**config.mk**
```make
export PLATFORM = sky130hd
export DESIGN_NAME = machine_interrupt_pending_enable
export DESIGN_NICKNAME = d
export VERILOG_FILES = /design/src/design/irq_pkg.sv /design/src/design/machine_interrupt_pending_enable.sv
export VERILOG_INCLUDE_DIRS = /design/src /design/src/design
export SDC_FILE = /design/constraint.sdc
export NUM_CORES = 1
export LEC_CHECK = 0
export BUFFER_PORTS_ARGS = -buffer_cell sky130_fd_sc_hd__buf_2
export CAP_MARGIN = 20
export CORE_ASPECT_RATIO = 0.5
export CORE_UTILIZATION = 53
export DETAILED_ROUTE_END_ITERATION = 6
export GPL_ROUTABILITY_DRIVEN = 0
export PLACE_DENSITY = 0.82
export SKIP_LAST_GASP = 1
export SLEW_MARGIN = 20
export SYNTH_ARGS = -nofsm -noshare
export SYNTH_HDL_FRONTEND = slang
export SYNTH_SLANG_ARGS = --single-unit
```
**constraint.sdc**
```tcl
create_clock -name clk -period 2.53 [get_ports clk]
set_input_delay 0.759 -clock clk [delete_from_list [all_inputs] [get_ports clk]]
set_output_delay 0.759 -clock clk [all_outputs]
set_load 0.02 [all_outputs]
```
**src/design/irq_defs.svh**
```systemverilog
// constants for the machine interrupt pending/enable block
// Overview of operation
// RULE_01: pending and enable bit i belong to cause i; 15:0 standard, 16+ platform.
// RULE_02: trap to machine needs privilege/global enable, pending and enable, and no delegation.
// RULE_03: trap condition re-evaluated boundedly after pending changes and right after CSR writes.
// RULE_04: machine-destined interrupts always beat lower-privilege-destined interrupts.
// RULE_05: writable pending bits are cleared by writing zero.
// RULE_06: read-only pending bits need another clearing path.
// RULE_07: enable bits writable when the cause can pend; others read zero.
// RULE_08: non-maskable interrupt never shows in the pending register.
// RULE_09: machine external pending is read-only, driven by the platform controller.
// RULE_10: machine timer pending is read-only, cleared by a timer compare write.
// RULE_11: machine software pending is read-only, driven by memory-mapped control writes.
// RULE_12: machine software pending and enable may read zero on single-hart systems.
// RULE_13: without supervisor mode, supervisor pending and enable bits read zero.
// RULE_14: supervisor external pending reads as software flag OR controller line.
// RULE_15: CSR write/set/clear of pending updates only the software flag.
// RULE_16: supervisor timer pending is writable by machine software.
// RULE_17: supervisor software pending is writable; controller may also set it.
// RULE_18: counter-overflow pending is read-write, set by overflow flags, else zero.
// RULE_19: priority: machine ext, soft, timer, supervisor ext, soft, timer, overflow.
// RULE_20: supervisor views show and mask only delegated bits; others read zero.
// RULE_21: delegated interrupts in supervisor or user mode go to the supervisor handler.
// RULE_22: bit positions: 1,3,5,7,9,11,13 for the seven standard causes.
`ifndef IRQ_DEFS_SVH
`define IRQ_DEFS_SVH
`define MXLEN          64
`define CAUSE_W        6
`define PLAT_LO        16
`define BIT_SSI        1
`define BIT_MSI        3
`define BIT_STI        5
`define BIT_MTI        7
`define BIT_SEI        9
`define BIT_MEI        11
`define BIT_LCOF       13
`define HAS_SMODE      1'b1
`define HAS_LCOF       1'b1
`define HAS_MSI        1'b1
`define MASK_ZERO      64'h0000_0000_0000_0000
`define MASK_SMODE     64'h0000_0000_0000_0222
`define MASK_LCOF      64'h0000_0000_0000_2000
`define MASK_MSI       64'h0000_0000_0000_0008
`define MASK_MACHINE   64'h0000_0000_0000_0880
`define MASK_PLATFORM  64'hffff_ffff_ffff_0000
`define MASK_SIP_WR    64'h0000_0000_0000_2002
`endif

```
**src/design/irq_pkg.sv**
```systemverilog
// types for the machine interrupt pending/enable block
package irq_pkg;
   typedef enum logic [1:0] {
      PRIV_USER       = 2'h0,
      PRIV_SUPERVISOR = 2'h1,
      PRIV_MACHINE    = 2'h3
   } priv_t;
   typedef enum logic [3:0] {
      SEL_MPENDING = 4'h1,
      SEL_MENABLE  = 4'h2,
      SEL_SPENDING = 4'h4,
      SEL_SENABLE  = 4'h8
   } csr_sel_t;
   typedef enum logic [1:0] {
      OP_READ  = 2'h0,
      OP_WRITE = 2'h1,
      OP_SET   = 2'h2,
      OP_CLEAR = 2'h3
   } csr_op_t;
endpackage : irq_pkg

```
**src/design/machine_interrupt_pending_enable.sv**
```systemverilog
// per-hart machine interrupt pending/enable registers, supervisor views and trap selection
`timescale 1ns/1ps
`include "irq_defs.svh"
module machine_interrupt_pending_enable (
   // clock and reset
   input  wire logic                    clk,
   input  wire logic                    arst_n,
   // hart state
   input  wire irq_pkg::priv_t          current_priv,
   input  wire logic                    machine_global_enable,
   input  wire logic                    supervisor_global_enable,
   input  wire logic [`MXLEN-1:0]       delegation_mask,
   // interrupt sources, levels except the set pulse
   input  wire logic                    machine_external_interrupt,
   input  wire logic                    machine_timer_interrupt,
   input  wire logic                    machine_software_interrupt,
   input  wire logic                    supervisor_external_interrupt,
   input  wire logic                    supervisor_software_set,
   input  wire logic                    event_counter_overflow_flag,
   input  wire logic [`MXLEN-1:`PLAT_LO] platform_interrupt,
   // csr access
   input  wire logic                    csr_valid,
   input  wire irq_pkg::csr_sel_t       csr_sel,
   input  wire irq_pkg::csr_op_t        csr_op,
   input  wire logic [`MXLEN-1:0]       csr_wdata,
   output logic [`MXLEN-1:0]            csr_rdata,
   // trap requests
   output logic                         machine_trap_request,
   output logic [`CAUSE_W-1:0]          machine_trap_cause,
   output logic                         supervisor_trap_request,
   output logic [`CAUSE_W-1:0]          supervisor_trap_cause
);

   // read-modify-write of one csr, confined to the writable mask
   function automatic logic [`MXLEN-1:0] apply_op(
      input irq_pkg::csr_op_t  op,
      input logic [`MXLEN-1:0] base,
      input logic [`MXLEN-1:0] wdata,
      input logic [`MXLEN-1:0] mask);
      logic [`MXLEN-1:0] res;
      res = base;
      case (op)
         irq_pkg::OP_WRITE: res = wdata;
         irq_pkg::OP_SET:   res = base | wdata;
         irq_pkg::OP_CLEAR: res = base & ~wdata;
         default:           res = base;
      endcase
      return (base & ~mask) | (res & mask);
   endfunction : apply_op

   // cause number cut to the trap cause field
   function automatic logic [`CAUSE_W-1:0] cause_code(input int idx);
      logic [31:0] wide;
      wide = idx;
      return wide[`CAUSE_W-1:0];
   endfunction : cause_code

   // anything but a plain read modifies the selected register
   function automatic logic is_update(input irq_pkg::csr_op_t op);
      return op != irq_pkg::OP_READ;
   endfunction : is_update

   // fixed priority pick, {hit, cause}
   function automatic logic [`CAUSE_W:0] pick(input logic [`MXLEN-1:0] cand);
      logic [`CAUSE_W:0] r;
      r = '0;
      // platform causes first, lowest index wins among them
      for (int i = `MXLEN - 1; i >= `PLAT_LO; i--) begin
         if (cand[i]) begin
            r = {1'b1, cause_code(i)};
         end
      end
      if (r[`CAUSE_W] == 1'b0) begin
         if (cand[`BIT_MEI]) begin // see RULE_19
            r = {1'b1, cause_code(`BIT_MEI)};
         end else if (cand[`BIT_MSI]) begin
            r = {1'b1, cause_code(`BIT_MSI)};
         end else if (cand[`BIT_MTI]) begin
            r = {1'b1, cause_code(`BIT_MTI)};
         end else if (cand[`BIT_SEI]) begin
            r = {1'b1, cause_code(`BIT_SEI)};
         end else if (cand[`BIT_SSI]) begin
            r = {1'b1, cause_code(`BIT_SSI)};
         end else if (cand[`BIT_STI]) begin
            r = {1'b1, cause_code(`BIT_STI)};
         end else if (cand[`BIT_LCOF]) begin
            r = {1'b1, cause_code(`BIT_LCOF)};
         end
      end
      return r;
   endfunction : pick

   logic [`MXLEN-1:0]   soft_pending;
   logic [`MXLEN-1:0]   enable;
   logic                overflow_seen;
   logic [`MXLEN-1:0]   next_soft_pending;
   logic [`MXLEN-1:0]   next_enable;
   logic                next_overflow_seen;
   logic [`MXLEN-1:0]   next_csr_rdata;
   logic                next_machine_trap_request;
   logic [`CAUSE_W-1:0] next_machine_trap_cause;
   logic                next_supervisor_trap_request;
   logic [`CAUSE_W-1:0] next_supervisor_trap_cause;

   logic [`MXLEN-1:0]   soft_mask;
   logic [`MXLEN-1:0]   enable_mask;
   logic [`MXLEN-1:0]   deleg;
   logic [`MXLEN-1:0]   pending_view;
   wire  [`MXLEN-1:0]   machine_cand;
   wire  [`MXLEN-1:0]   super_cand;
   logic                machine_ok;
   logic                super_ok;
   logic [`CAUSE_W:0]   machine_pick;
   logic [`CAUSE_W:0]   super_pick;

   // per-cause arming: pending and enabled, split by delegation
   for (genvar b = 0; b < `MXLEN; b++) begin : g_arm
      assign machine_cand[b] = pending_view[b] & enable[b] & ~deleg[b]; // see RULE_02
      assign super_cand[b]   = pending_view[b] & enable[b] & deleg[b]; // see RULE_21
   end

   // implemented-bit masks
   always_comb begin
      // software-held pending bits: supervisor ext flag, timer, software, overflow
      soft_mask = `MASK_ZERO;
      if (`HAS_SMODE) begin
         soft_mask = soft_mask | `MASK_SMODE; // see RULE_13
      end
      if (`HAS_LCOF) begin
         soft_mask = soft_mask | `MASK_LCOF; // see RULE_18
      end
      // every cause that can pend gets a writable enable
      enable_mask = soft_mask | `MASK_MACHINE | `MASK_PLATFORM; // see RULE_07
      if (`HAS_MSI) begin
         enable_mask = enable_mask | `MASK_MSI; // see RULE_12
      end
      // delegation only exists with supervisor mode
      deleg = `HAS_SMODE ? delegation_mask : `MASK_ZERO;
   end

   // effective pending word; no bit carries the non-maskable interrupt
   always_comb begin
      pending_view = soft_pending & soft_mask; // see RULE_08
      pending_view[`MXLEN-1:`PLAT_LO] = platform_interrupt; // see RULE_01
      pending_view[`BIT_MEI] = machine_external_interrupt; // see RULE_09, RULE_22
      pending_view[`BIT_MTI] = machine_timer_interrupt; // see RULE_06, RULE_10
      pending_view[`BIT_MSI] = machine_software_interrupt & `HAS_MSI; // see RULE_11
      // controller line only affects what is read and what traps
      pending_view[`BIT_SEI] = (soft_pending[`BIT_SEI] | supervisor_external_interrupt)
                               & `HAS_SMODE; // see RULE_14
   end

   // pending state: csr updates first, then hardware sets
   always_comb begin
      next_soft_pending  = soft_pending;
      next_overflow_seen = event_counter_overflow_flag;
      if (csr_valid && is_update(csr_op)) begin
         case (csr_sel)
            irq_pkg::SEL_MPENDING: begin
               // base is the stored flag, never the controller line
               next_soft_pending = apply_op(csr_op, soft_pending, csr_wdata,
                                            soft_mask); // see RULE_05, RULE_15, RULE_16, RULE_17
            end
            irq_pkg::SEL_SPENDING: begin
               next_soft_pending = apply_op(csr_op, soft_pending, csr_wdata,
                                            soft_mask & deleg & `MASK_SIP_WR); // see RULE_20
            end
            default: begin
               next_soft_pending = soft_pending;
            end
         endcase
      end
      // hardware sets land after the write so a same-cycle clear cannot lose them
      if (`HAS_SMODE && supervisor_software_set) begin
         next_soft_pending[`BIT_SSI] = 1'b1; // see RULE_17
      end
      if (`HAS_LCOF && event_counter_overflow_flag && !overflow_seen) begin
         next_soft_pending[`BIT_LCOF] = 1'b1; // see RULE_18
      end
      next_soft_pending = next_soft_pending & soft_mask;
   end

   // enable state
   always_comb begin
      next_enable = enable;
      if (csr_valid && is_update(csr_op)) begin
         case (csr_sel)
            irq_pkg::SEL_MENABLE: begin
               next_enable = apply_op(csr_op, enable, csr_wdata, enable_mask); // see RULE_07
            end
            irq_pkg::SEL_SENABLE: begin
               next_enable = apply_op(csr_op, enable, csr_wdata, enable_mask & deleg); // see RULE_20
            end
            default: begin
               next_enable = enable;
            end
         endcase
      end
      next_enable = next_enable & enable_mask;
   end

   // read path: pre-write value of the selected register, zero when idle
   always_comb begin
      next_csr_rdata = `MASK_ZERO;
      if (csr_valid) begin
         case (csr_sel)
            irq_pkg::SEL_MPENDING: begin
               next_csr_rdata = pending_view; // see RULE_14
            end
            irq_pkg::SEL_MENABLE: begin
               next_csr_rdata = enable & enable_mask; // see RULE_07
            end
            irq_pkg::SEL_SPENDING: begin
               next_csr_rdata = pending_view & deleg; // see RULE_20
            end
            irq_pkg::SEL_SENABLE: begin
               next_csr_rdata = enable & enable_mask & deleg; // see RULE_20
            end
            default: begin
               next_csr_rdata = `MASK_ZERO;
            end
         endcase
      end
   end

   // trap selection, recomputed every cycle from current state
   always_comb begin
      case (current_priv)
         irq_pkg::PRIV_MACHINE: begin
            machine_ok = machine_global_enable; // see RULE_02
            super_ok   = 1'b0; // see RULE_21
         end
         irq_pkg::PRIV_SUPERVISOR: begin
            machine_ok = 1'b1;
            super_ok   = supervisor_global_enable; // see RULE_21
         end
         irq_pkg::PRIV_USER: begin
            machine_ok = 1'b1;
            super_ok   = 1'b1;
         end
         default: begin
            // unused encoding: only the machine level may trap
            machine_ok = 1'b1;
            super_ok   = 1'b0;
         end
      endcase
      machine_pick = pick(machine_cand);
      super_pick   = pick(super_cand);
      // one-cycle latency after a pending or enable change, two cycles after a csr write
      next_machine_trap_request = 1'b0;
      next_machine_trap_cause   = '0;
      if (machine_ok && machine_pick[`CAUSE_W]) begin
         next_machine_trap_request = 1'b1; // see RULE_03
         next_machine_trap_cause   = machine_pick[`CAUSE_W-1:0];
      end
      // a machine request suppresses any supervisor one
      next_supervisor_trap_request = 1'b0;
      next_supervisor_trap_cause   = '0;
      if (super_ok && super_pick[`CAUSE_W] && !next_machine_trap_request) begin // see RULE_04
         next_supervisor_trap_request = 1'b1;
         next_supervisor_trap_cause   = super_pick[`CAUSE_W-1:0];
      end
   end

   always_ff @(posedge clk or negedge arst_n) begin
      if (!arst_n) begin
         soft_pending  <= `MASK_ZERO;
         overflow_seen <= 1'b0;
      end else begin
         soft_pending  <= next_soft_pending;
         overflow_seen <= next_overflow_seen;
      end
   end

   always_ff @(posedge clk or negedge arst_n) begin
      if (!arst_n) begin
         enable <= `MASK_ZERO;
      end else begin
         enable <= next_enable;
      end
   end

   always_ff @(posedge clk or negedge arst_n) begin
      if (!arst_n) begin
         csr_rdata <= `MASK_ZERO;
      end else begin
         csr_rdata <= next_csr_rdata;
      end
   end

   always_ff @(posedge clk or negedge arst_n) begin
      if (!arst_n) begin
         machine_trap_request    <= 1'b0;
         machine_trap_cause      <= '0;
         supervisor_trap_request <= 1'b0;
         supervisor_trap_cause   <= '0;
      end else begin
         machine_trap_request    <= next_machine_trap_request;
         machine_trap_cause      <= next_machine_trap_cause;
         supervisor_trap_request <= next_supervisor_trap_request;
         supervisor_trap_cause   <= next_supervisor_trap_cause;
      end
   end

endmodule : machine_interrupt_pending_enable

```
# Word level (Yosys, flattened, before mapping)

Cells that the tools add are included.

Equal/unequal tests: 9
Reductions and logical operators: 19
Muxes and demuxes: 133
Bitwise gates (word level): 236

Operators with widths:

| kind                 | number |
|---|---|
| $mux W7              | 112 |
| $and A64 B64 Y64     | 5 |
| $mux W64             | 4 |
| $pmux W64 S4         | 1 |
| $pmux W64 S3         | 1 |
| $and A1 B1 Y1        | 165 |
| $not A64 Y64         | 2 |
| $or A64 B64 Y64      | 2 |
| $pmux W64 S2         | 1 |
| $mux W14             | 4 |
| $not A1 Y1           | 55 |
| $and A14 B14 Y14     | 3 |
| $pmux W14 S3         | 1 |
| $or A14 B14 Y14      | 2 |
| $pmux W14 S2         | 1 |
| $not A14 Y14         | 1 |
| $mux W6              | 2 |
| $reduce_bool A2 Y1   | 5 |
| $reduce_and A2 Y1    | 4 |
| $eq A2 B2 Y1 const B | 3 |
| $reduce_bool A3 Y1   | 2 |
| $logic_and A1 B1 Y1  | 5 |
| $mux W1              | 5 |
| $eq A2 B1 Y1 const B | 2 |
| 8 further kinds      | 9 |

Bits of input ports: 195
Bits in registers: 138
Logic and storage cells: 407
Output and inout bits: 78

# Longest topological paths before layout

Gate-level depths: netlist of the first run.

Depth in word-level cells: 63
Depth in mapped cells: 8
Mapped depth without buffers: 7

# Least setup slack after synthesis of the first run

No wires, ideal clock.

Kind: input -> register
Start: input delegation_mask[37]
End: register supervisor_trap_cause[2]
Arrival time: 2.496 ns
Stages: 7
Setup time: 0.107 ns
Slack: -0.073 ns
Required time: 2.423 ns
Path buffers: 0
Path through: nand3b_1 -> nand4_1 -> nor4_4 -> nand4_2 -> o22a_4 -> a2111o_1 -> a2111oi_4

Elaborated cells on any way between the ends: 62
Those cells by class: mux: 55; bitwise: 3; reduce/logical: 4

RTL lines:

| what                              | RTL line                                | text |
|---|---|---|
| from (decl)                       | machine_interrupt_pending_enable.sv:12  | `` input wire logic [`MXLEN-1:0] delegation_mask, `` |
| $not A1 Y1                        | machine_interrupt_pending_enable.sv:118 | `assign machine_cand[b] = pending_view[b] & enable[b] & ~deleg[b];` |
| $and A1 B1 Y1                     | machine_interrupt_pending_enable.sv:118 |  |
| $mux W7 (22 in a row)             | machine_interrupt_pending_enable.sv:69  | `if (cand[i]) begin` |
| $mux W7                           | machine_interrupt_pending_enable.sv:73  | `` if (r[`CAUSE_W] == 1'b0) begin `` |
| $logic_and A1 B1 Y1               | machine_interrupt_pending_enable.sv:252 | `` if (machine_ok && machine_pick[`CAUSE_W]) begin `` |
| $mux W1                           | machine_interrupt_pending_enable.sv:252 |  |
| net next_machine_trap_request     | machine_interrupt_pending_enable.sv:100 | `logic next_machine_trap_request;` |
| $logic_not A1 Y1                  | machine_interrupt_pending_enable.sv:259 | `` if (super_ok && super_pick[`CAUSE_W] && !next_machine_trap_request) begin `` |
| $logic_and A1 B1 Y1               | machine_interrupt_pending_enable.sv:259 |  |
| $mux W6                           | machine_interrupt_pending_enable.sv:259 |  |
| net next_supervisor_trap_cause[2] | machine_interrupt_pending_enable.sv:103 | `` logic [`CAUSE_W-1:0] next_supervisor_trap_cause; `` |
| to (signal assigned)              | machine_interrupt_pending_enable.sv:301 | `supervisor_trap_cause <= next_supervisor_trap_cause;` |
| to (decl)                         | machine_interrupt_pending_enable.sv:31  | `` output logic [`CAUSE_W-1:0] supervisor_trap_cause `` |

The timed path passes the listed nets, and every way through them passes these cells.
A chain may end at the register's enable or synchronous reset.

# Final worst setup path of the first run

Start: input platform_interrupt[57] (netlist bit)
End: register supervisor_trap_cause[3]

Elaborated cells on any way between the ends: 102
Those cells by class: mux: 95; bitwise: 3; reduce/logical: 4

RTL lines:

| what                              | RTL line                                | text |
|---|---|---|
| from (decl)                       | machine_interrupt_pending_enable.sv:20  | `` input wire logic [`MXLEN-1:`PLAT_LO] platform_interrupt, `` |
| $and A1 B1 Y1 (2 in a row)        | machine_interrupt_pending_enable.sv:118 |  |
| $mux W7 (42 in a row)             | machine_interrupt_pending_enable.sv:69  |  |
| $mux W7                           | machine_interrupt_pending_enable.sv:73  |  |
| $logic_and A1 B1 Y1               | machine_interrupt_pending_enable.sv:252 |  |
| $mux W1                           | machine_interrupt_pending_enable.sv:252 |  |
| net next_machine_trap_request     | machine_interrupt_pending_enable.sv:100 |  |
| $logic_not A1 Y1                  | machine_interrupt_pending_enable.sv:259 |  |
| $logic_and A1 B1 Y1               | machine_interrupt_pending_enable.sv:259 |  |
| $mux W6                           | machine_interrupt_pending_enable.sv:259 |  |
| net next_supervisor_trap_cause[3] | machine_interrupt_pending_enable.sv:103 |  |

The timed path passes the listed nets, and every way through them passes these cells.

==> run_results.csv, run 1 <==
group,metric,value,unit
layout,diodes,0,
layout,area_growth,42.2,%
clocking,clk_latency,430,ps
clocking,cts_sinks,129,
setup_path,worstRegToRegCells,8,
floorplan,fp.dieH,93.1,µm
floorplan,core.rowCount,32,
setup_path,critPathKind,"in -> reg",
floorplan,io_pins,273,
sta,setup_violations,0,
synth,netlist_top_cells_count,"185 x o21ai_0, 129 x dfrtp_1, 115 x nand2_1",
status,status,"complete, but fails checks",
clocking,cts-root-buf,"clkbuf_16",
setup_path,worstPathMaxFanout,6,
sta,clock_skew,11.2,ps
sta,post-route-min-period,2460,ps
synth,postSynthCellCount,1093,
floorplan,dieArea,0.0171,mm²
job,cap_violations,0,
placed_design,dpl_worst_slack,-380,ps
setup_path,cp_data_arrival_time,2780,ps
sta,fmax,0.406,GHz
clocking,cts_buffers,17,
setup_path,worst_setup_path_start_kind,"input port",
setup_path,ff2ff_setup_slack,90,ps
route,route.detailed.drc,4,
setup_path,crit_path_end_kind,"flip-flop",
route,drt_iter0_drc,1117,
synth,synth_enable_flop_cells,0,
layout,final_cell_area,0.0125,mm²
setup_path,cp_slowest_cell,"a2111o_1",
power,seq_power_share,33.2,%
setup_path,path_cells,"buf_2, nand3b_1, nand4_1, nor4_4, buf_4, nand4_2, o22a_4, a2111o_1, nor3_1",
clocking,postCtsHoldBufs,0,
floorplan,die_x,184,µm
sta,relSlewSlack,47.1,%
power,switching_share,34.5,%
clocking,clk_pin_slew,60,ps
route,vias_per_cell,6.24,
synth,yosysMostFrequentCell,"o21ai_0",
synth,synthArstFlopShare,100,%
synth,syn_area,0.00879,mm²
sta,rsz0062_at_grt,"yes",
power,pwr-share-comb,34.0,%
sta,setup_ws,66.3,ps
power,vdd_drop_max,0.000573,V
synth,synth.distinct_cells,56,
layout,fin_util,79.1,%
setup_path,cp_num_buf_inv,2,
min_path,hold_path.class,"in -> async",
route,drt_pass1_iterations,7,
synth,ys_top_cells_by_area,"dfrtp_1 37%, o21ai_0 11%, a21o_1 9.5%",
synth,synth_top_area_share,36.7,%
setup_path,r2r-end,"supervisor_trap_cause[3]",
power,power_leakage,6.92,nW
global_route,antenna_found_initial,0,
setup_path,cp_top_family,"simple AND/OR/NAND/NOR gates",
setup_path,worst_path_largest_cell_delay,470,ps
sta,hold_ws,248,ps
layout,nets,1725,
synth,yosysWarnings,0,
placed_design,hpwl,23700,µm
synth,yosys.area.top_type,"dfrtp_1",
setup_path,crit_required,2850,ps
floorplan,design.core.area,0.0158,mm²
global_route,grt-ovfl-total,0,
floorplan,initial_utilization,55.6,%
placed_design,placed_cell_area,0.0119,mm²
clocking,h-tree-depth,4,
route,wl_per_cell,19.3,µm
global_route,grt_max_degree,63,
synth,synth-seq-cells,129,
synth,synth_seq_area_share,36.7,%
global_route,grt_pass1_vias,10900,
synth,syn_area_per_cell,8.05,µm²
route,drt-total-wl,33900,µm
global_route,grt_use_total,39.8,%
power,p_per_area,638,mW/mm²
power,clkPwrFrac,32.8,%
power,internal_power,5.22,mW
clocking,cts_tree,"done",
global_route,grt_pass1_wl,53000,µm
layout,fillers,1099,
route,antenna_left,0,
synth,synth_top_flop_cell,"dfrtp_1",
sta,final_hold_viol_count,0,
sta,drv_slew,0,
route,via_count,11000,
status,violations,"design-rule violations",
sta,worstMarginPinSlew,793,ps
placed_design,port_buffers,245,
power,p_switching,2.76,mW
clocking,clockBufferDepth,2,
layout,drive_above_1_share,34.4,%
sta,post-route-period-util,97.4,%
-- cells by family (layout without fill, tap and decap cells) --
kind of cell | Yosys count | in the layout | share of synthesized area [%]
buffers and inverters | 70 | 510 | 3.37
AOI/OAI and AO/OA | 437 | 437 | 32.3
DFF | 129 | 129 | 36.7
other | 1 | 9 | 0.0426
xor gates and xnor gates | 6 | 6 | 0.598
and+or+nand+nor | 450 | 450 | 27.0
-- cell usage in the layout (no fill, tap or decap), drive strengths merged, types with 9 or more instances in the layout --
cell type,Yosys,routed
dfrtp,129,129
nand2,115,115
nand3,70,70
a22oi,54,54
o211ai,11,11
buf,15,473
nand2b,9,9
nor2,85,85
nor2b,61,61
o21ai,186,186
conb,1,9
a31oi,11,11
nand4,25,25
a21o,111,111
nor3,11,11
clkbuf,48,21
a21oi,20,20
nand3b,48,48
-- repair_timing --
| action | in CTS | in global routing |
|---|---|---|
| gates resized for setup | 0 | 2 |
| buffers inserted | 0 | 1 |
| endpoints found under the setup margin | 0 | 4 |
-- through the flow --
stage                     total power [mW]  instances  setup TNS [ps]
final                                 7.98       1762               0
after CTS                             7.89       1761               0
after detailed placement              5.26       1731           -2170
after global placement                5.14       1731           -1580
after floorplan                       3.91       1101            -109
after global routing                  8.29       1762           -19.0
-- routing by layer --
metal | part of all wire [%] | vias to the layer above | GRT usage [%]
met5 | 0 | - | 0
met4 | 3.4 | 0 | 18.8
met3 | 10 | 133 | 7.94
met2 | 47 | 754 | 66.6
met1 | 40 | 5196 | 49.7
li1 | - | 4906 | -
-- worst register-to-register path: cells and delay by family (launching register included) --
family	cells	cell delay [ps]
simple gates	4	860
compound gates	3	860
flops	1	440
buf+inv	1	190
-- power by group through the flow --
stage / clock network, mW / registers, mW / logic, mW
6_report: 2.62 / 2.65 / 2.71
5_1_grt: 2.70 / 2.69 / 2.91
4_1_cts: 2.61 / 2.64 / 2.64
3_5_place_dp: 0 / 2.67 / 2.60
3_3_place_gp: 0 / 2.64 / 2.51
2_1_floorplan: 0 / 2.67 / 1.23
-- cell type report --
| type | instances | area (µm²) | area share [%] |
|---|---|---|---|
| inverter | 7 | 26.3 | 0.210 |
| clock inverter | 9 | 131 | 1.05 |
| clock buffer | 21 | 480 | 3.84 |
| multi-input combinational | 902 | 5350 | 42.7 |
| tap | 221 | 277 | 2.21 |
| timing repair buffer | 473 | 3020 | 24.1 |
| sequential | 129 | 3230 | 25.8 |
-- worst max path at each step --
stage / slack [ps] / cells after the start / from / end
global placement: -290 / 9 / platform_interrupt[47] / supervisor_trap_cause[2]
floorplan: -60 / 7 / delegation_mask[45] / supervisor_trap_cause[2]
CTS: 70 / 8 / flip-flop / supervisor_trap_cause[3]
finish: 70 / 9 / platform_interrupt[57] / supervisor_trap_cause[3]
global route: -9 / 9 / delegation_mask[52] / supervisor_trap_cause[5]
detailed placement: -380 / 9 / platform_interrupt[47] / supervisor_trap_cause[3]
Note: power is estimated with default switching activity, not from simulation.
==> inputs of run 2 (changes only) <==
--- a/config.mk
+++ b/config.mk
@@ -9,10 +9,11 @@
 export BUFFER_PORTS_ARGS = -buffer_cell sky130_fd_sc_hd__buf_2
 export CAP_MARGIN = 20
 export CORE_ASPECT_RATIO = 0.5
-export CORE_UTILIZATION = 53
+export CORE_UTILIZATION = 54
+export CTS_BUF_LIST = sky130_fd_sc_hd__clkbuf_2 sky130_fd_sc_hd__clkbuf_4 sky130_fd_sc_hd__clkbuf_8
 export DETAILED_ROUTE_END_ITERATION = 6
 export GPL_ROUTABILITY_DRIVEN = 0
-export PLACE_DENSITY = 0.82
+export PLACE_DENSITY = 0.84
 export SKIP_LAST_GASP = 1
 export SLEW_MARGIN = 20
 export SYNTH_ARGS = -nofsm -noshare
==> run_results.csv, run 2 (synthesized netlist as in run 1, its figures left out) <==
group,metric,value,unit
route,vias_per_cell,6.25,
setup_path,path_cells,"nand3b_1, nand4_1, buf_4, nor4_4, nand4_2, o22a_4, a2111o_1, nor3_2",
global_route,grt-ovfl-total,0,
layout,area_growth,40.1,%
floorplan,design.core.area,0.0157,mm²
sta,relSlewSlack,61.6,%
global_route,grt_pass1_wl,52700,µm
job,cap_violations,0,
setup_path,cp_num_buf_inv,1,
clocking,clk_latency,480,ps
clocking,postCtsHoldBufs,0,
sta,rsz0062_at_grt,"no",
floorplan,fp.dieH,92.2,µm
route,route.detailed.drc,0,
floorplan,initial_utilization,56.2,%
route,antenna_left,0,
sta,post-route-min-period,2450,ps
route,via_count,11100,
clocking,post_cts.repair.setup_buffers,0,
setup_path,worstPathMaxFanout,6,
clocking,cts_resized,0,
sta,fmax,0.408,GHz
floorplan,die_x,182,µm
clocking,clockBufferDepth,2,
min_path,hold_path.class,"in -> async",
global_route,antenna_found_initial,0,
setup_path,cp_data_arrival_time,2840,ps
sta,setup_violations,0,
setup_path,critPathKind,"reg -> reg",
sta,hold_ws,236,ps
layout,final_cell_mix,"244 x buf_2, 227 x buf_4, 185 x o21ai_0",
sta,clock_skew,18.3,ps
setup_path,crit_path_end_kind,"flip-flop",
floorplan,io_pins,273,
global_route,grt_use_total,40.2,%
route,drt_iter0_drc,1300,
layout,layout_commonest_cell,"buf_2",
clocking,clk_pin_slew,100,ps
placed_design,hpwl,23900,µm
global_route,grt_max_degree,63,
route,drt-total-wl,33500,µm
power,power,7.29,mW
setup_path,worst_setup_path_start_kind,"flip-flop",
sta,post-route-period-util,96.8,%
clocking,cts-root-buf,"clkbuf_8",
clocking,cts_sinks,129,
setup_path,worst_path_largest_cell_delay,480,ps
route,drt_pass1_iterations,6,
clocking,cts_buffers,17,
status,status,"complete, no violations",
power,p_per_area,591,mW/mm²
floorplan,dieArea,0.0168,mm²
sta,worstMarginPinSlew,574,ps
layout,drive_above_1_share,34.8,%
clocking,cts_tree,"done",
layout,nets,1729,
placed_design,port_buffers,245,
power,vdd_drop_max,0.000395,V
layout,diodes,0,
clocking,h-tree-depth,4,
setup_path,crit_required,2930,ps
sta,drv_slew,0,
setup_path,cp_slowest_cell,"a2111o_1",
floorplan,core.rowCount,32,
global_route,grt_pass1_vias,10800,
setup_path,cp_top_family,"simple AND/OR/NAND/NOR gates",
sta,final_hold_viol_count,0,
route,wl_per_cell,18.9,µm
power,power_leakage,6.84,nW
[run 2: cell type report]
| cell class | instances | area (µm²) |
|---|---|---|
| well taps | 221 | 277 |
| fillers | 1058 | 3330 |
| repair buffers | 477 | 3040 |
| clock inverters | 15 | 170 |
| inverters | 7 | 26.3 |
| flip-flops and latches | 129 | 3230 |
| clock buffers | 17 | 234 |
| multi-input cells | 902 | 5350 |
[run 2: where the power goes]
group          switching (mW)  total [mW]  internal, mW
clock network            1.03        1.93         0.902
logic                    1.50        2.71          1.22
registers               0.288        2.64          2.36
total                    2.81        7.29          4.48
[run 2: worst register-to-register path, delay by kind of cell (launching register included)]
kind,cells,cell delay (ps)
buffers and inverters,1,170
DFF,1,420
and+or+nand+nor,5,1070
AOI/OAI and AO/OA,2,720
[run 2: routing by layer]
metal	track usage, %	vias up	wire length, µm
li1	-	4900	-
met1	50.9	5182	13000
met2	66.5	798	15700
met3	8.10	173	3480
met4	18.3	0	1240
met5	0	-	0
[run 2: final timing paths]
| path | startpoint | to | slack (ps) | cells past startpoint |
|---|---|---|---|---|
| hold reg to reg | overflow_seen | soft_pending[13] | 430 | 1 |
| setup reg to reg | flip-flop | supervisor_trap_cause[3] | 80 | 8 |
| min in group clk | event_counter_overflow_flag | overflow_seen | 400 | 1 |
| max in group asynchronous | arst_n | asynchronous set/reset pin | 1480 | 2 |
| setup / recovery | flip-flop | supervisor_trap_cause[3] | 80 | 8 |
| hold / removal | arst_n | csr_rdata[58] | 240 | 1 |
[run 2: stage by stage]
step	worst slack [ps]	setup TNS [ps]	instances	cell area [µm²]	util, %
2_1_floorplan	-58.2	-109	1101	8820	-
3_3_place_gp	-302	-1740	1736	11900	76.0
3_5_place_dp	-363	-2180	1736	11900	76.0
4_1_cts	67.3	0	1768	12300	78.6
5_1_grt	10.5	0	1768	12300	78.7
6_report	81.6	0	1768	12300	78.7
==> inputs of run 3 (changes only) <==
--- a/config.mk
+++ b/config.mk
@@ -6,6 +6,7 @@
 export SDC_FILE = /design/constraint.sdc
 export NUM_CORES = 1
 export LEC_CHECK = 0
+export ABC_AREA = 1
 export BUFFER_PORTS_ARGS = -buffer_cell sky130_fd_sc_hd__buf_2
 export CAP_MARGIN = 20
 export CORE_ASPECT_RATIO = 0.5
==> run_results.csv, run 3 <==
group,metric,value,unit
status,status,"complete, but fails checks",
status,violations,"negative setup slack",
sta,clock_skew,21.1,ps
setup_path,cp_slowest_cell,"dfrtp_2",
clocking,clockBufferDepth,2,
route,drt_iter0_drc,963,
floorplan,initial_utilization,56.4,%
route,drt_pass1_iterations,6,
synth,synth_enable_flop_cells,0,
layout,multi_input_area,0.00452,mm²
layout,fillers,1273,
setup_path,worst_setup_path_start_kind,"flip-flop",
layout,diodes,0,
power,internal_power,4.61,mW
synth,yosysMostFrequentCell,"inv_1",
global_route,grt_pass1_wl,50300,µm
power,p_switching,2.85,mW
setup_path,cp_common_cell,"nand2_1",
setup_path,crit_required,2920,ps
power,vdd_drop_max,0.000429,V
floorplan,core.rowCount,32,
route,drt-total-wl,31500,µm
clocking,cts_tree,"done",
global_route,grt-ovfl-total,0,
synth,synth_top_flop_cell,"dfrtp_1",
layout,instances_no_fill,1915,
setup_path,worst_path_largest_cell_delay,440,ps
sta,setup_violations,5,
power,p_per_area,632,mW/mm²
layout,area_growth,33.2,%
setup_path,cp_data_arrival_time,3660,ps
route,via_count,11000,
layout,layout_commonest_cell,"inv_1",
global_route,grt_busiest_layer,"met2",
synth,synth_seq_area_share,36.4,%
sta,post-route-min-period,3270,ps
synth,synth_top_area_share,36.4,%
synth,yosys.area.top_type,"dfrtp_1",
route,route.detailed.drc,0,
layout,drive_above_1_share,26.2,%
global_route,antenna_found_initial,0,
layout,nets,1876,
layout,seq_area,0.00323,mm²
sta,post-route-period-util,129,%
setup_path,worstPathMaxFanout,4,
floorplan,die_x,183,µm
power,switching_share,38.2,%
global_route,grtUsageMet3,7.43,%
route,wl_per_cell,16.5,µm
synth,yosysWarnings,0,
min_path,hold_path.class,"in -> async",
clocking,cts-root-buf,"clkbuf_8",
job,cap_violations,0,
clocking,h-tree-depth,4,
setup_path,crit_path_end_kind,"flip-flop",
placed_design,place_inst,1881,
synth,synth-seq-cells,129,
floorplan,io_pins,273,
sta,drv_slew,0,
placed_design,dpl_worst_slack,-1120,ps
floorplan,dieArea,0.0170,mm²
sta,relSlewSlack,48.1,%
placed_design,placed_cell_area,0.0113,mm²
global_route,grt_use_met2,61.3,%
setup_path,cp_num_buf_inv,0,
sta,setup_ws,-740,ps
power,power_leakage,6.73,nW
setup_path,ff2ff_setup_slack,-740,ps
power,seq_power_share,35.0,%
layout,final_cell_area,0.0118,mm²
clocking,cts_buffers,17,
synth,synth.distinct_cells,32,
synth,netlist_top_cells_count,"265 x inv_1, 255 x nand2_1, 157 x a21oi_1",
sta,rsz0062_at_grt,"yes",
synth,synthArstFlopShare,100,%
route,vias_per_cell,5.75,
setup_path,cp_top_family,"simple AND/OR/NAND/NOR gates",
global_route,grt_use_total,37.5,%
sta,fmax,0.306,GHz
synth,postSynthCellCount,1338,
global_route,grt.met1_usage,47.4,%
placed_design,hpwl,22800,µm
sta,timing.setup.tns,-1780,ps
route,antenna_left,0,
layout,final_cell_mix,"262 x inv_1, 247 x nand2_1, 244 x buf_2",
global_route,grt_max_degree,56,
synth,ys_top_cells_by_area,"dfrtp_1 36%, inv_1 11%, nand2_1 11%",
power,pwr-share-comb,36.0,%
floorplan,design.core.area,0.0157,mm²
clocking,clk_pin_slew,90,ps
clocking,cts_sinks,129,
global_route,grt_pass1_vias,10800,
placed_design,port_buffers,245,
power,clkPwrFrac,29.0,%
synth,syn_area,0.00887,mm²
power,power,7.46,mW
setup_path,critPathKind,"reg -> reg",
sta,worstMarginPinSlew,778,ps
synth,syn_area_per_cell,6.63,µm²
clocking,postCtsHoldBufs,0,
floorplan,fp.dieH,92.6,µm
clocking,clk_latency,470,ps
sta,final_hold_viol_count,0,
-- run 3: changes by cell type after synthesis, moves of 9 or more --
| cell | delta |
|---|---|
| o311ai_0 | +52 |
| a22oi_1 | -16 |
| nand2b_1 | -9 |
| nand4_1 | -22 |
| nand2_1 | +140 |
| nor2b_1 | -61 |
| o21ai_0 | -115 |
| a21oi_1 | +137 |
| nand3b_1 | -41 |
| nor3_1 | +42 |
| inv_1 | +258 |
| nor2_1 | +44 |
| a21o_1 | -111 |
-- run 3: layout make-up --
class,count,area share [%]
clock inverters,15,1.96
multi-input cells,886,38.2
flip-flops and latches,129,27.3
well taps,221,2.34
inverters,275,8.79
clock buffers,17,1.98
repair buffers,372,19.4
-- run 3: logic make-up after synthesis --
kind of cell	after synthesis	synth area share, %
and+or+nand+nor	513	24.0
DFF	129	36.4
AOI/OAI and AO/OA	364	25.2
buffers and inverters	331	14.4
other	1	0.0423
-- run 3: worst paths after layout --
path                                        startpoint                  endpoint  cells past startpoint
setup / recovery                             flip-flop  supervisor_trap_cause[0]                     50
hold / removal                                  arst_n             csr_rdata[48]                      1
setup reg to reg                             flip-flop  supervisor_trap_cause[0]                     50
hold reg to reg                              flip-flop                 flip-flop                      2
max in group asynchronous                       arst_n             csr_rdata[61]                      2
min in group clk           event_counter_overflow_flag             overflow_seen                      1
-- run 3: through the flow --
| step | util [%] | hold slack (ps) |
|---|---|---|
| 3_5_place_dp | 71.5 | 487 |
| 6_report | 75.1 | 265 |
| 3_3_place_gp | 71.5 | 480 |
| 2_1_floorplan | - | 462 |
| 5_1_grt | 75.1 | 283 |
| 4_1_cts | 74.6 | 280 |
-- run 3: worst reg2reg max path: cells and delay by family, from the launching register on --
kind               cells  cell delay [ps]
DFF                    1              440
and+or+nand+nor       49             2650
AOI/OAI and AO/OA      1              110
-- run 3: what timing repair did --
| item | in CTS | in global routing |
|---|---|---|
| setup buffers | 0 | 2 |
| setup endpoints to repair | 10 | 10 |
| gates resized for setup | 4 | 17 |
| pin swaps | 0 | 4 |
-- run 3: per-layer routing --
metal	share of wire (%)	vias up
met1	40	5057
met2	46	727
met4	3.5	0
met5	0	-
li1	-	5084
met3	10	149
-- run 3: power groups by stage --
| stage | clock network (mW) | registers [mW] | logic (mW) |
|---|---|---|---|
| 2_1_floorplan | 0 | 2.66 | 1.44 |
| 3_3_place_gp | 0 | 2.62 | 2.47 |
| 3_5_place_dp | 0 | 2.64 | 2.58 |
| 4_1_cts | 2.17 | 2.61 | 2.60 |
| 5_1_grt | 2.27 | 2.65 | 2.98 |
| 6_report | 2.16 | 2.61 | 2.69 |
